`src/ocsw_cfg.svh`:
```
// constants of the octal switch serial control block
// assumes a 100 MHz system clock; included by name from src/
`ifndef OCSW_CFG_SVH
`define OCSW_CFG_SVH

`define OCSW_CLK_MHZ 100
`define OCSW_CHANNELS 8
`define OCSW_PAR_CHANNELS 4
`define OCSW_FRAME_BITS 16
`define OCSW_FRAME_PULSES 5'h10
`define OCSW_PULSE_MAX 5'h1F
`define OCSW_CTRL_DIAG_ONLY 8'h00
`define OCSW_CTRL_MSB 15
`define OCSW_CTRL_LSB 8
`define OCSW_DATA_MSB 7
`define OCSW_DATA_LSB 0
`define OCSW_OUT_RST 8'h00
`define OCSW_RX_RST 16'h0000
`define OCSW_DIAG_NORMAL 2'h3
`define OCSW_DIAG_OVERLOAD 2'h2
`define OCSW_DIAG_OPEN_LOAD 2'h1
`define OCSW_DIAG_SHORT_GND 2'h0
`define OCSW_DIAG_RST 16'hFFFF
// thermal restart pattern: period and on time, microseconds
`define OCSW_OT_PERIOD_US 1000
`define OCSW_OT_ON_US 50

`endif

```
`src/ocsw_pkg.sv`:
```
// types shared by the octal switch serial control block
// assumes the constants header sits beside it
package ocsw_pkg;

    // per-channel sense flags from the analog power stages
    typedef struct packed {
        logic [7:0] overtemp;
        logic [7:0] overload;
        logic [7:0] open_load;
        logic [7:0] short_gnd;
    } ocsw_sense_t;

    // serial link pins as seen by the device
    typedef struct packed {
        logic cs_n;
        logic sclk;
        logic si;
    } ocsw_spi_in_t;

    // synchronised bundle of every asynchronous input
    typedef struct packed {
        logic polarity;
        logic [3:0] par_in;
        ocsw_spi_in_t spi;
        ocsw_sense_t sense;
    } ocsw_async_t;

endpackage

```
`src/ocsw_sync.sv`:
```
// two flip-flop synchroniser for a bundle of asynchronous levels
// assumes each bit is an independent level; no word coherence
`timescale 1ns/10ps
module ocsw_sync #(
    parameter int W = 1,
    parameter logic [W-1:0] RST_VAL = '0
) (
    input wire logic sys_clk,
    input wire logic rst_n,
    input wire logic [W-1:0] d,
    output logic [W-1:0] q
);
    logic [W-1:0] meta_reg;
    logic [W-1:0] sync_reg;

    always_ff @(posedge sys_clk) begin
        if (!rst_n) begin
            meta_reg <= RST_VAL;
            sync_reg <= RST_VAL;
        end else begin
            meta_reg <= d;
            sync_reg <= meta_reg;
        end
    end

    assign q = sync_reg;
endmodule // ocsw_sync

```
`src/ocsw_spi_ctrl.sv`:
```
// serial control and diagnosis logic of an eight channel low-side switch
// assumes pins and sense flags are asynchronous; sclk well below sys_clk/4
//
// Contract
// - ch1-4 on only if parallel and serial high
// - parallel inputs polarity follows select pin
// - overload or supply short reports high-low code
// - overtemperature channel runs low duty restart pattern
// - chip select fall loads diagnosis, drives output
// - valid frame end updates outputs, clears diagnosis
// - deselected: ignore clock and data, output floats
// - accept only frames of exactly 16 pulses
// - sample input on fall, shift output on rise
// - frames and diagnosis travel msb first
// - high data bit turns channel on, gated
// - reset clears shift register, outputs off
// - fault flag low when any channel faulted
// - faults latch, newer overwrites older per channel
// - codes: normal, overload, open load, ground short
// - control zero: keep outputs, still shift diagnosis
// - any nonzero control byte applies data byte
// - high bit on, low bit off
`timescale 1ns/10ps
`include "ocsw_cfg.svh"
module ocsw_spi_ctrl #(
    parameter int OT_PERIOD_CYC = `OCSW_OT_PERIOD_US * `OCSW_CLK_MHZ,
    parameter int OT_ON_CYC = `OCSW_OT_ON_US * `OCSW_CLK_MHZ
) (
    input wire logic sys_clk,
    input wire logic rst_n,
    input wire ocsw_pkg::ocsw_spi_in_t spi_in,
    output logic spi_so_o,
    output logic spi_so_oe,
    input wire logic input_polarity_select,
    input wire logic parallel_drive_input_1,
    input wire logic parallel_drive_input_2,
    input wire logic parallel_drive_input_3,
    input wire logic parallel_drive_input_4,
    input wire ocsw_pkg::ocsw_sense_t ch_sense,
    output logic fault_n_o,
    output logic fault_n_oe,
    output logic power_output_1,
    output logic power_output_2,
    output logic power_output_3,
    output logic power_output_4,
    output logic power_output_5,
    output logic power_output_6,
    output logic power_output_7,
    output logic power_output_8
);
    import ocsw_pkg::*;

    localparam int NCH = `OCSW_CHANNELS;
    localparam int NPAR = `OCSW_PAR_CHANNELS;
    localparam int NBIT = `OCSW_FRAME_BITS;

    ocsw_async_t raw;
    ocsw_async_t syn;

    assign raw.polarity = input_polarity_select;
    assign raw.par_in = {parallel_drive_input_4, parallel_drive_input_3,
                         parallel_drive_input_2, parallel_drive_input_1};
    assign raw.spi = spi_in;
    assign raw.sense = ch_sense;

    // deselected and no faults while the synchroniser fills
    localparam ocsw_async_t SYNC_RST = '{
        polarity: 1'b0,
        par_in: 4'h0,
        spi: '{cs_n: 1'b1, sclk: 1'b0, si: 1'b0},
        sense: '0
    };

    ocsw_sync #(
        .W($bits(ocsw_async_t)),
        .RST_VAL(SYNC_RST)
    ) u_sync (
        .sys_clk(sys_clk),
        .rst_n(rst_n),
        .d(raw),
        .q(syn)
    );

    // edge detection on the synchronised link pins
    logic sclk_d_reg;
    logic cs_n_d_reg;
    logic sclk_rise;
    logic sclk_fall;
    logic cs_fall;
    logic cs_rise;
    logic cs_act;

    always_ff @(posedge sys_clk) begin
        if (!rst_n) begin
            sclk_d_reg <= 1'b0;
            cs_n_d_reg <= 1'b1;
        end else begin
            sclk_d_reg <= syn.spi.sclk;
            cs_n_d_reg <= syn.spi.cs_n;
        end
    end

    assign cs_act = !syn.spi.cs_n;
    assign cs_fall = cs_n_d_reg && !syn.spi.cs_n;
    assign cs_rise = !cs_n_d_reg && syn.spi.cs_n;
    // clock edges only count while selected and away from select edges
    assign sclk_rise = cs_act && !cs_n_d_reg && syn.spi.sclk
                       && !sclk_d_reg;
    assign sclk_fall = cs_act && !cs_n_d_reg && !syn.spi.sclk
                       && sclk_d_reg;

    // receive shift register and pulse counter
    logic [NBIT-1:0] rx_reg;
    logic [4:0] pulse_reg;

    always_ff @(posedge sys_clk) begin
        if (!rst_n) begin
            rx_reg <= `OCSW_RX_RST;
        end else if (sclk_fall) begin
            rx_reg <= {rx_reg[NBIT-2:0], syn.spi.si};
        end
    end

    // saturates so that very long frames never wrap back to 16
    always_ff @(posedge sys_clk) begin
        if (!rst_n || cs_fall) begin
            pulse_reg <= 5'h00;
        end else if (sclk_fall && pulse_reg != `OCSW_PULSE_MAX) begin
            pulse_reg <= pulse_reg + 5'h01;
        end
    end

    logic frame_ok;
    logic ctrl_valid;
    assign frame_ok = cs_rise
                      && (pulse_reg == `OCSW_FRAME_PULSES);
    assign ctrl_valid = rx_reg[`OCSW_CTRL_MSB:`OCSW_CTRL_LSB]
                        != `OCSW_CTRL_DIAG_ONLY;

    // output control buffer
    logic [NCH-1:0] ctrl_reg;

    always_ff @(posedge sys_clk) begin
        if (!rst_n) begin
            ctrl_reg <= `OCSW_OUT_RST;
        end else if (frame_ok && ctrl_valid) begin
            ctrl_reg <= rx_reg[`OCSW_DATA_MSB:`OCSW_DATA_LSB];
        end
    end

    // thermal restart timebase shared by all channels
    logic [31:0] ot_cnt_reg;
    logic ot_on_phase;

    always_ff @(posedge sys_clk) begin
        if (!rst_n || ot_cnt_reg == 32'(OT_PERIOD_CYC - 1)) begin
            ot_cnt_reg <= 32'h0;
        end else begin
            ot_cnt_reg <= ot_cnt_reg + 32'h1;
        end
    end

    assign ot_on_phase = ot_cnt_reg < 32'(OT_ON_CYC);

    // per channel drive gating and diagnosis latch
    logic [NCH-1:0] out_next;
    logic [NCH-1:0] out_reg;
    logic [2*NCH-1:0] diag_reg;
    logic [NCH-1:0] fault_now;
    logic [2*NCH-1:0] code_now;
    logic par_active [NPAR];

    genvar ch;
    generate
        for (ch = 0; ch < NCH; ch++) begin : g_ch
            logic gate;
            if (ch < NPAR) begin : g_par
                // polarity select high: active high inputs
                assign par_active[ch] = syn.polarity ? syn.par_in[ch]
                                        : !syn.par_in[ch];
                assign gate = par_active[ch];
            end else begin : g_ser
                assign gate = 1'b1;
            end

            // overheated channels only conduct in the short on phase
            assign out_next[ch] = ctrl_reg[ch]
                && gate
                && (!syn.sense.overtemp[ch] || ot_on_phase);

            always_comb begin
                if (syn.sense.overtemp[ch] || syn.sense.overload[ch]) begin
                    code_now[2*ch+:2] = `OCSW_DIAG_OVERLOAD;
                end else if (syn.sense.short_gnd[ch]) begin
                    code_now[2*ch+:2] = `OCSW_DIAG_SHORT_GND;
                end else if (syn.sense.open_load[ch]) begin
                    code_now[2*ch+:2] = `OCSW_DIAG_OPEN_LOAD;
                end else begin
                    code_now[2*ch+:2] = `OCSW_DIAG_NORMAL;
                end
            end

            assign fault_now[ch] = code_now[2*ch+:2] != `OCSW_DIAG_NORMAL;

            // a fault present in the clearing cycle is kept
            always_ff @(posedge sys_clk) begin
                if (!rst_n) begin
                    diag_reg[2*ch+:2] <= `OCSW_DIAG_NORMAL;
                end else if (fault_now[ch]) begin
                    diag_reg[2*ch+:2] <= code_now[2*ch+:2];
                end else if (frame_ok) begin
                    diag_reg[2*ch+:2] <= `OCSW_DIAG_NORMAL;
                end
            end
        end
    endgenerate

    always_ff @(posedge sys_clk) begin
        if (!rst_n) begin
            out_reg <= `OCSW_OUT_RST;
        end else begin
            out_reg <= out_next;
        end
    end

    assign {power_output_8, power_output_7, power_output_6, power_output_5,
            power_output_4, power_output_3, power_output_2,
            power_output_1} = out_reg;

    // fault flag: open drain, pulled low while anything is reported
    logic fault_reg;

    always_ff @(posedge sys_clk) begin
        if (!rst_n) begin
            fault_reg <= 1'b0;
        end else begin
            fault_reg <= (diag_reg != `OCSW_DIAG_RST)
                         || (|fault_now);
        end
    end

    assign fault_n_o = 1'b0;
    assign fault_n_oe = fault_reg;

    // transmit shift register; channel 8 pair sits in the top bits
    logic [NBIT-1:0] tx_reg;
    logic first_reg;
    logic so_oe_reg;

    always_ff @(posedge sys_clk) begin
        if (!rst_n) begin
            tx_reg <= `OCSW_DIAG_RST;
            first_reg <= 1'b0;
        end else if (cs_fall) begin
            tx_reg <= diag_reg;
            first_reg <= 1'b1;
        end else if (sclk_rise) begin
            // the msb stays for the first rising edge so the master
            // can take it on the first falling edge
            first_reg <= 1'b0;
            if (!first_reg) begin
                tx_reg <= {tx_reg[NBIT-2:0], 1'b1};
            end
        end
    end

    always_ff @(posedge sys_clk) begin
        if (!rst_n) begin
            so_oe_reg <= 1'b0;
        end else begin
            so_oe_reg <= cs_act;
        end
    end

    assign spi_so_o = tx_reg[NBIT-1];
    assign spi_so_oe = so_oe_reg;
endmodule // ocsw_spi_ctrl

```
`config.mk`:
```
export PLATFORM = sky130hd
export DESIGN_NAME = ocsw_spi_ctrl
export DESIGN_NICKNAME = d
export VERILOG_FILES = /design/src/ocsw_pkg.sv /design/src/ocsw_sync.sv /design/src/ocsw_spi_ctrl.sv
export VERILOG_INCLUDE_DIRS = /design/src /design/src/src
export SDC_FILE = /design/constraint.sdc
export NUM_CORES = 1
export LEC_CHECK = 0
export BUFFER_PORTS_ARGS = -buffer_cell sky130_fd_sc_hd__buf_2
export CORE_MARGIN = 2
export CORE_UTILIZATION = 50
export DETAILED_ROUTE_END_ITERATION = 8
export PLACE_DENSITY = 0.68
export SLEW_MARGIN = 20
export SYNTH_ARGS = -nofsm -noshare
export SYNTH_HDL_FRONTEND = slang
export SYNTH_SLANG_ARGS = --single-unit
```
`constraint.sdc`:
```
create_clock -name sys_clk -period 2.3 [get_ports sys_clk]
set_clock_uncertainty 0.1 [all_clocks]
set_input_delay 0.575 -clock sys_clk [delete_from_list [all_inputs] [get_ports sys_clk]]
set_output_delay 0.575 -clock sys_clk [all_outputs]
set_load 0.05 [all_outputs]
```
== Yosys cells after proc, flatten, opt, wreduce, memory -nomap -nowiden ==
Cells that the tools add are included.

* Add/sub/neg operators: 2
* Reduce and logical (&&, ||, !) cells: 70
* Eq/ne operators: 13
* $lt $le $gt $ge: 1
* Multiplexer cells: 42

{| class="wikitable"
|+ Operator list
! operator !! number
|-
| 2-to-1 mux 2 bit || 33
|-
| 2-to-1 mux 16 bit || 3
|-
| adder 32 x 1 -> 32 bit, second input constant || 1
|-
| == test 32 x 17 -> 1 bit, second input constant || 1
|-
| < comparator 32 x 13 -> 1 bit, second input constant || 1
|-
| logical AND 1 bit || 22
|-
| logical OR 1 bit || 19
|-
| inequality test 2 bit, second input constant || 9
|-
| nonzero test 2 bit || 9
|-
| zero test 1 bit || 17
|-
| inequality test 16 bit, second input constant || 1
|-
| nonzero test 8 bit || 1
|-
| OR reduction 8 bit || 1
|-
| 2-to-1 mux 1 bit || 6
|-
| adder 5 x 1 -> 5 bit, second input constant || 1
|-
| == test 5 bit, second input constant || 1
|-
| inequality test 5 bit, second input constant || 1
|-
| AND reduction 2 bit || 1
|}

* Register bits after elaboration: 186
* Input bits: 42
* Output and inout bits: 12
* Logic and storage cells: 149

== Longest topological paths before layout ==
* Depth after elaboration: 6
* Mapped depth: 8

== By module ==
A second synthesis with hierarchy kept.

* Cells, all modules: 677
* Area total of the unflattened synthesis: 6708.9 sq um

{| class="wikitable"
|+ Modules (own cells, without submodules)
! module !! area an instance (sq um) !! seq. area each (sq um) !! instances !! cells an instance
|-
| ocsw_spi_ctrl || 4566.9 || 2122.0 || 1 || 509
|-
| ocsw_sync || 2142.1 || 1601.5 || 1 || 168
|}

== Worst setup path before layout ==
Ideal clock, no wire load.

* Path kind: flip-flop to flip-flop
* Start point: register pulse_reg[0]
* End point: register ctrl_reg[0]
* Stages on the path, launching flop included: 9
* Setup slack: 0.519 ns
* Arrival: 1.565 ns
* Cells stage by stage: dfxtp_1 -> inv_1 -> ha_1 -> nand4bb_1 -> nor3b_2 -> a21boi_1 -> buf_4 -> mux2i_1 -> nor2b_1

* Longest elaborated chain between the ends: 3

{| class="wikitable"
|+ Ends and longest elaborated chain
! element !! line !! source
|-
| start: declaration || ocsw_spi_ctrl.sv:114 || <nowiki>logic [4:0] pulse_reg;</nowiki>
|-
| start signal: assignment || ocsw_spi_ctrl.sv:129 || <nowiki>pulse_reg <= pulse_reg + 5'h01;</nowiki>
|-
| == test 5 bit (no line) || -- ||
|-
| logical AND 1 bit || ocsw_spi_ctrl.sv:135 || <nowiki>assign frame_ok = cs_rise</nowiki>
|-
| logical AND 1 bit || ocsw_spi_ctrl.sv:146 || <nowiki>end else if (frame_ok && ctrl_valid) begin</nowiki>
|-
| end signal: assignment || ocsw_spi_ctrl.sv:145 || <nowiki>ctrl_reg <= `OCSW_OUT_RST;</nowiki>
|-
| end signal: assignment || ocsw_spi_ctrl.sv:147 || <nowiki>ctrl_reg <= rx_reg[`OCSW_DATA_MSB:`OCSW_DATA_LSB];</nowiki>
|-
| end: declaration || ocsw_spi_ctrl.sv:141 || <nowiki>logic [NCH-1:0] ctrl_reg;</nowiki>
|}

Every way passes these cells.
A chain may end at the register's enable or synchronous reset.

== Final worst setup path ==
* Start point: register ot_cnt_reg[8]
* End point: register ot_cnt_reg[31]

* Longest elaborated chain between the ends: 2
* Elaborated cells on any way between the ends: 3
* Those cells by class: add/sub: 1; eq/ne: 1; reduce/logical: 1

{| class="wikitable"
|+ Ends and longest elaborated chain
! element !! line !! source
|-
| start: declaration || ocsw_spi_ctrl.sv:152 || <nowiki>logic [31:0] ot_cnt_reg;</nowiki>
|-
| start signal: assignment || ocsw_spi_ctrl.sv:159 || <nowiki>ot_cnt_reg <= ot_cnt_reg + 32'h1;</nowiki>
|-
| parallel branches: the longest is 2 deep, another holds adder 32 x 1 -> 32 bit || -- ||
|}

Parallel ways; which one is timed is not known.

==> summary by stage <==
Status
The run finished with clean final reports.

Cells and area
The design area is 0.00763 sq mm. The final layout net count is 762. Once layout is complete, the cells apart from fillers number 904.

The utilization after layout is 58.3%. The area growth from synthesis to layout is 14.8%. The fraction of final layout cells with drive strength greater than 1 is 14.3%.

The repair_antennas step left the layout with diodes totalling 0.

Placement
The total of buffers placed on input and output ports is 52. The half-perimeter wire length after detailed placement is 8460 um. The instance count after placement with tap cells included is about 870. The congestion estimate from routability-driven global placement came to 0.871. The placed instance area is 0.00708 sq mm.

Hold path
The endpoint of the worst hold-timing path is u_sync.meta_reg[34]$_SDFF_PN1_. The type of the most critical hold path is primary input to flip-flop. Along the worst hold path, the cell count comes to 2. The hold path startpoint is spi_in[2].

STA
Setup repair after global routing left no endpoint under its margin. Adding up every negative setup slack in the final design gives 0 ns. The worst-margin pin slew is 0.537 ns. Hold is met by 0.234 ns. In the finished design, the share of the clock period the worst path needs comes to 85.8%.

The worst relative slew slack is 63.9%. The number of max-slew violations in the final report is 0. Based on the critical path, the design can be clocked at up to 507 MHz. Setup violations remaining at the end of the flow were counted as 0. Counting I/O delays and the setup requirement, the final critical path takes between 1.5 and 2 ns. The number of hold violations in the final report is 0.

Drt
The first routing iteration left roughly 260 violations. The average detailed-routed wire length per instance is approximately 14 um. The post-route antenna net violation count is 0.

The pre-antenna-repair detailed-routing pass consisted of 4 iterations. The routed layout has 4604 vias. The DRC violation count after routing is 0. Using the TritonRoute via totals, the vias-per-cell ratio works out to between 5 and 6. For this block, the routed nets add up to 12300 um of wire.

Logic synthesis
Of all flip-flops after synthesis, the portion carrying an async set or reset was 0%. The number of synthesized flops with an enable pin is 0. Synthesis inferred 186 register bits.

For this run, the number of Yosys warnings is 0. The post-synthesis cell count is 667. Yosys mapped the design onto 46 distinct sky130hd cell types. The cell type with the highest aggregate area in the netlist is sky130_fd_sc_hd__dfxtp_1.

In this run the cell area of the synthesized design comes to 0.00664 sq mm. When the netlist entered floorplanning its net count stood at between 700 and 800. By area the synthesized netlist is led by sky130_fd_sc_hd__dfxtp_1 56%, sky130_fd_sc_hd__and2_1 7.8%, sky130_fd_sc_hd__nand2_1 3.7%, sky130_fd_sc_hd__mux2i_1 3.5%, sky130_fd_sc_hd__xor2_1 2.9%. The portion of synthesized cell area occupied by the leading cell type is 56.0%.

Ranked by instance count, the synthesized netlist is headed by 186 x sky130_fd_sc_hd__dfxtp_1, 83 x sky130_fd_sc_hd__and2_1, 66 x sky130_fd_sc_hd__nand2_1. The register area share after synthesis is between 50 and 60%. The flip-flop cell with the highest count after synthesis is sky130_fd_sc_hd__dfxtp_1. By instance count, the leading cell after synthesis is sky130_fd_sc_hd__dfxtp_1. Dividing the synthesized area by the synthesized cell count gives 9.96 sq um.

Worst setup path
The critical path goes through nand4_4, nor3_4, nand4_2, or3_1, a21oi_1. On the worst path, the slowest cell contributes a delay of 0.50 ns. STA puts the critical path data required time at between 2 and 3 ns. The critical path's slowest cell is sky130_fd_sc_hd__dfxtp_1.

The worst register-to-register path has a setup slack of 0.33 ns. The maximum fanout along the worst path is 10. The kind of critical path is flip-flop to flip-flop. STA classifies the critical path startpoint as a flip-flop. The path depth of the worst reg2reg path is 5. At the worst endpoint, the arrival time is between 2 and 2.5 ns.

The terminus of the critical flop-to-flop path is ot_cnt_reg[31]$_SDFF_PP0_. The startpoint identified for the worst register-to-register timing path is ot_cnt_reg[8]$_SDFF_PP0_. The endpoint type of the worst setup path is a flip-flop.

Clocking
Post-CTS repair changed the size of 0 cells. The clock root buffer is sky130_fd_sc_hd__clkbuf_16. The deepest clock path buffer count is 2. The clock net sink count is 186. The buffers inserted during post-CTS setup optimization is 0. The clock reaches the later pin of the worst-skew pair after about 0.43 ns. Clock tree synthesis inserted a total of 17 buffers.

The hold buffer count at CTS is 0. Clock-pin slew was measured on the worst setup and hold paths at 0.06 ns. The H-tree depth reported by CTS is 4. TritonCTS built the clock tree.

Global routing
The global route total overflow is 0. The number of global-route vias before repair is ~4600. The number of antenna violations at the first check in global routing was 0.

The first global-routing pass estimated 21300 um of wire. The maximum number of pins on one net before global-route repair is 53. The overall routing resource usage is 18.7%.

Die
The total number of placement rows is 42. The area of the die is about 0.014 sq mm. The area of the core region is 0.0131 sq mm.

The floorplan die width is 119 um. The total I/O pin count is 54. The starting density of the core is 50.8%.

The die is 119 um tall.

Flow run
The tool flagged a number of max-cap violations equal to 0.

Pwr
The power density over the cells is 835 mW/mm^2. The worst-case IR drop observed on VDD is 0.552 mV. The leakage dissipation is between 3 and 4 nW.
==> how the worst max path moves through the flow <==
stage                                    from                   endpoint  slack (ns)  cells after the start
finish               ot_cnt_reg[8]$_SDFF_PP0_  ot_cnt_reg[31]$_SDFF_PP0_        0.33                      5
global route         ot_cnt_reg[5]$_SDFF_PP0_  ot_cnt_reg[31]$_SDFF_PP0_        0.16                      5
CTS                  ot_cnt_reg[8]$_SDFF_PP0_  ot_cnt_reg[31]$_SDFF_PP0_        0.34                      5
detailed placement   ot_cnt_reg[5]$_SDFF_PP0_  ot_cnt_reg[31]$_SDFF_PP0_        0.38                      5
global placement     ot_cnt_reg[5]$_SDFF_PP0_  ot_cnt_reg[31]$_SDFF_PP0_        0.49                      5
floorplan           pulse_reg[0]$_SDFFE_PP0P_   ctrl_reg[0]$_SDFFE_PN0P_        0.52                      8
==> per-layer routing <==
| layer | vias up | GRT usage, % | routed length, um |
|---|---|---|---|
| li1 | 2371 | - | - |
| met2 | 98 | 29.3 | 5520 |
| met1 | 2115 | 24.4 | 6010 |
| met3 | 20 | 5.94 | 513 |
| met5 | - | 0 | 0 |
| met4 | 0 | 6.47 | 202 |
==> through the flow <==
step,power (W),setup WS [ns]
2_1_floorplan,0.00364,0.519
3_3_place_gp,0.00372,0.490
3_5_place_dp,0.00373,0.378
4_1_cts,0.00645,0.344
5_1_grt,0.00663,0.158
6_report,0.00637,0.327
==> power by group <==
part	internal (W)	switching (W)
logic	0.000131	0.000131
registers	0.00333	0.0000656
clock network	0.00155	0.00117
==> cell families after synthesis <==
| family | count (synthesis) | share of synthesized area, % |
|---|---|---|
| compound gates | 75 | 7.76 |
| xor+xnor | 33 | 4.35 |
| fa+ha+maj | 4 | 0.753 |
| buf+inv | 42 | 2.86 |
| flops | 186 | 56.0 |
| mux | 23 | 3.47 |
| other cells | 1 | 0.0564 |
| simple gates | 303 | 24.7 |
==> cell type report <==
cell class              count  area (sq um)
well taps                 176           220
inverters                   7          26.3
repair buffers             65           373
multi-input cells         439          2730
clock buffers              21           460
fillers                  1079          5460
clock inverters            10          92.6
flip-flops and latches    186          3720
==> critical path: cells and delay by family (launching register included) <==
family	cells	cell delay (ns)
AND/OR/NAND/NOR	4	1.13
flip-flops	1	0.50
AO/OA/AOI/OAI	1	0.16
==> cell usage in the layout (no fill, tap or decap), types with 5 or more instances in the layout <==
cell type                   netlist  final
sky130_fd_sc_hd__a21boi_0        18     18
sky130_fd_sc_hd__a21oi_1         14     14
sky130_fd_sc_hd__and2_1          83     83
sky130_fd_sc_hd__and3_1           5      5
sky130_fd_sc_hd__buf_2            5     51
sky130_fd_sc_hd__buf_4            3     13
sky130_fd_sc_hd__clkbuf_16        0     17
sky130_fd_sc_hd__dfxtp_1        186    186
sky130_fd_sc_hd__inv_1            7      7
sky130_fd_sc_hd__mux2i_1         23     23
sky130_fd_sc_hd__nand2_1         66     66
sky130_fd_sc_hd__nand3_1         22     22
sky130_fd_sc_hd__nand4_1         19     19
sky130_fd_sc_hd__nor2_1          50     50
sky130_fd_sc_hd__nor2b_1          9      9
sky130_fd_sc_hd__nor3_1          12     12
sky130_fd_sc_hd__nor4_1          12     12
sky130_fd_sc_hd__o211ai_1        15     15
sky130_fd_sc_hd__o21ai_0         11     11
sky130_fd_sc_hd__o41ai_1          8      8
sky130_fd_sc_hd__xnor2_1         11     11
sky130_fd_sc_hd__xor2_1          22     22
(Power assumes the default switching activity.)
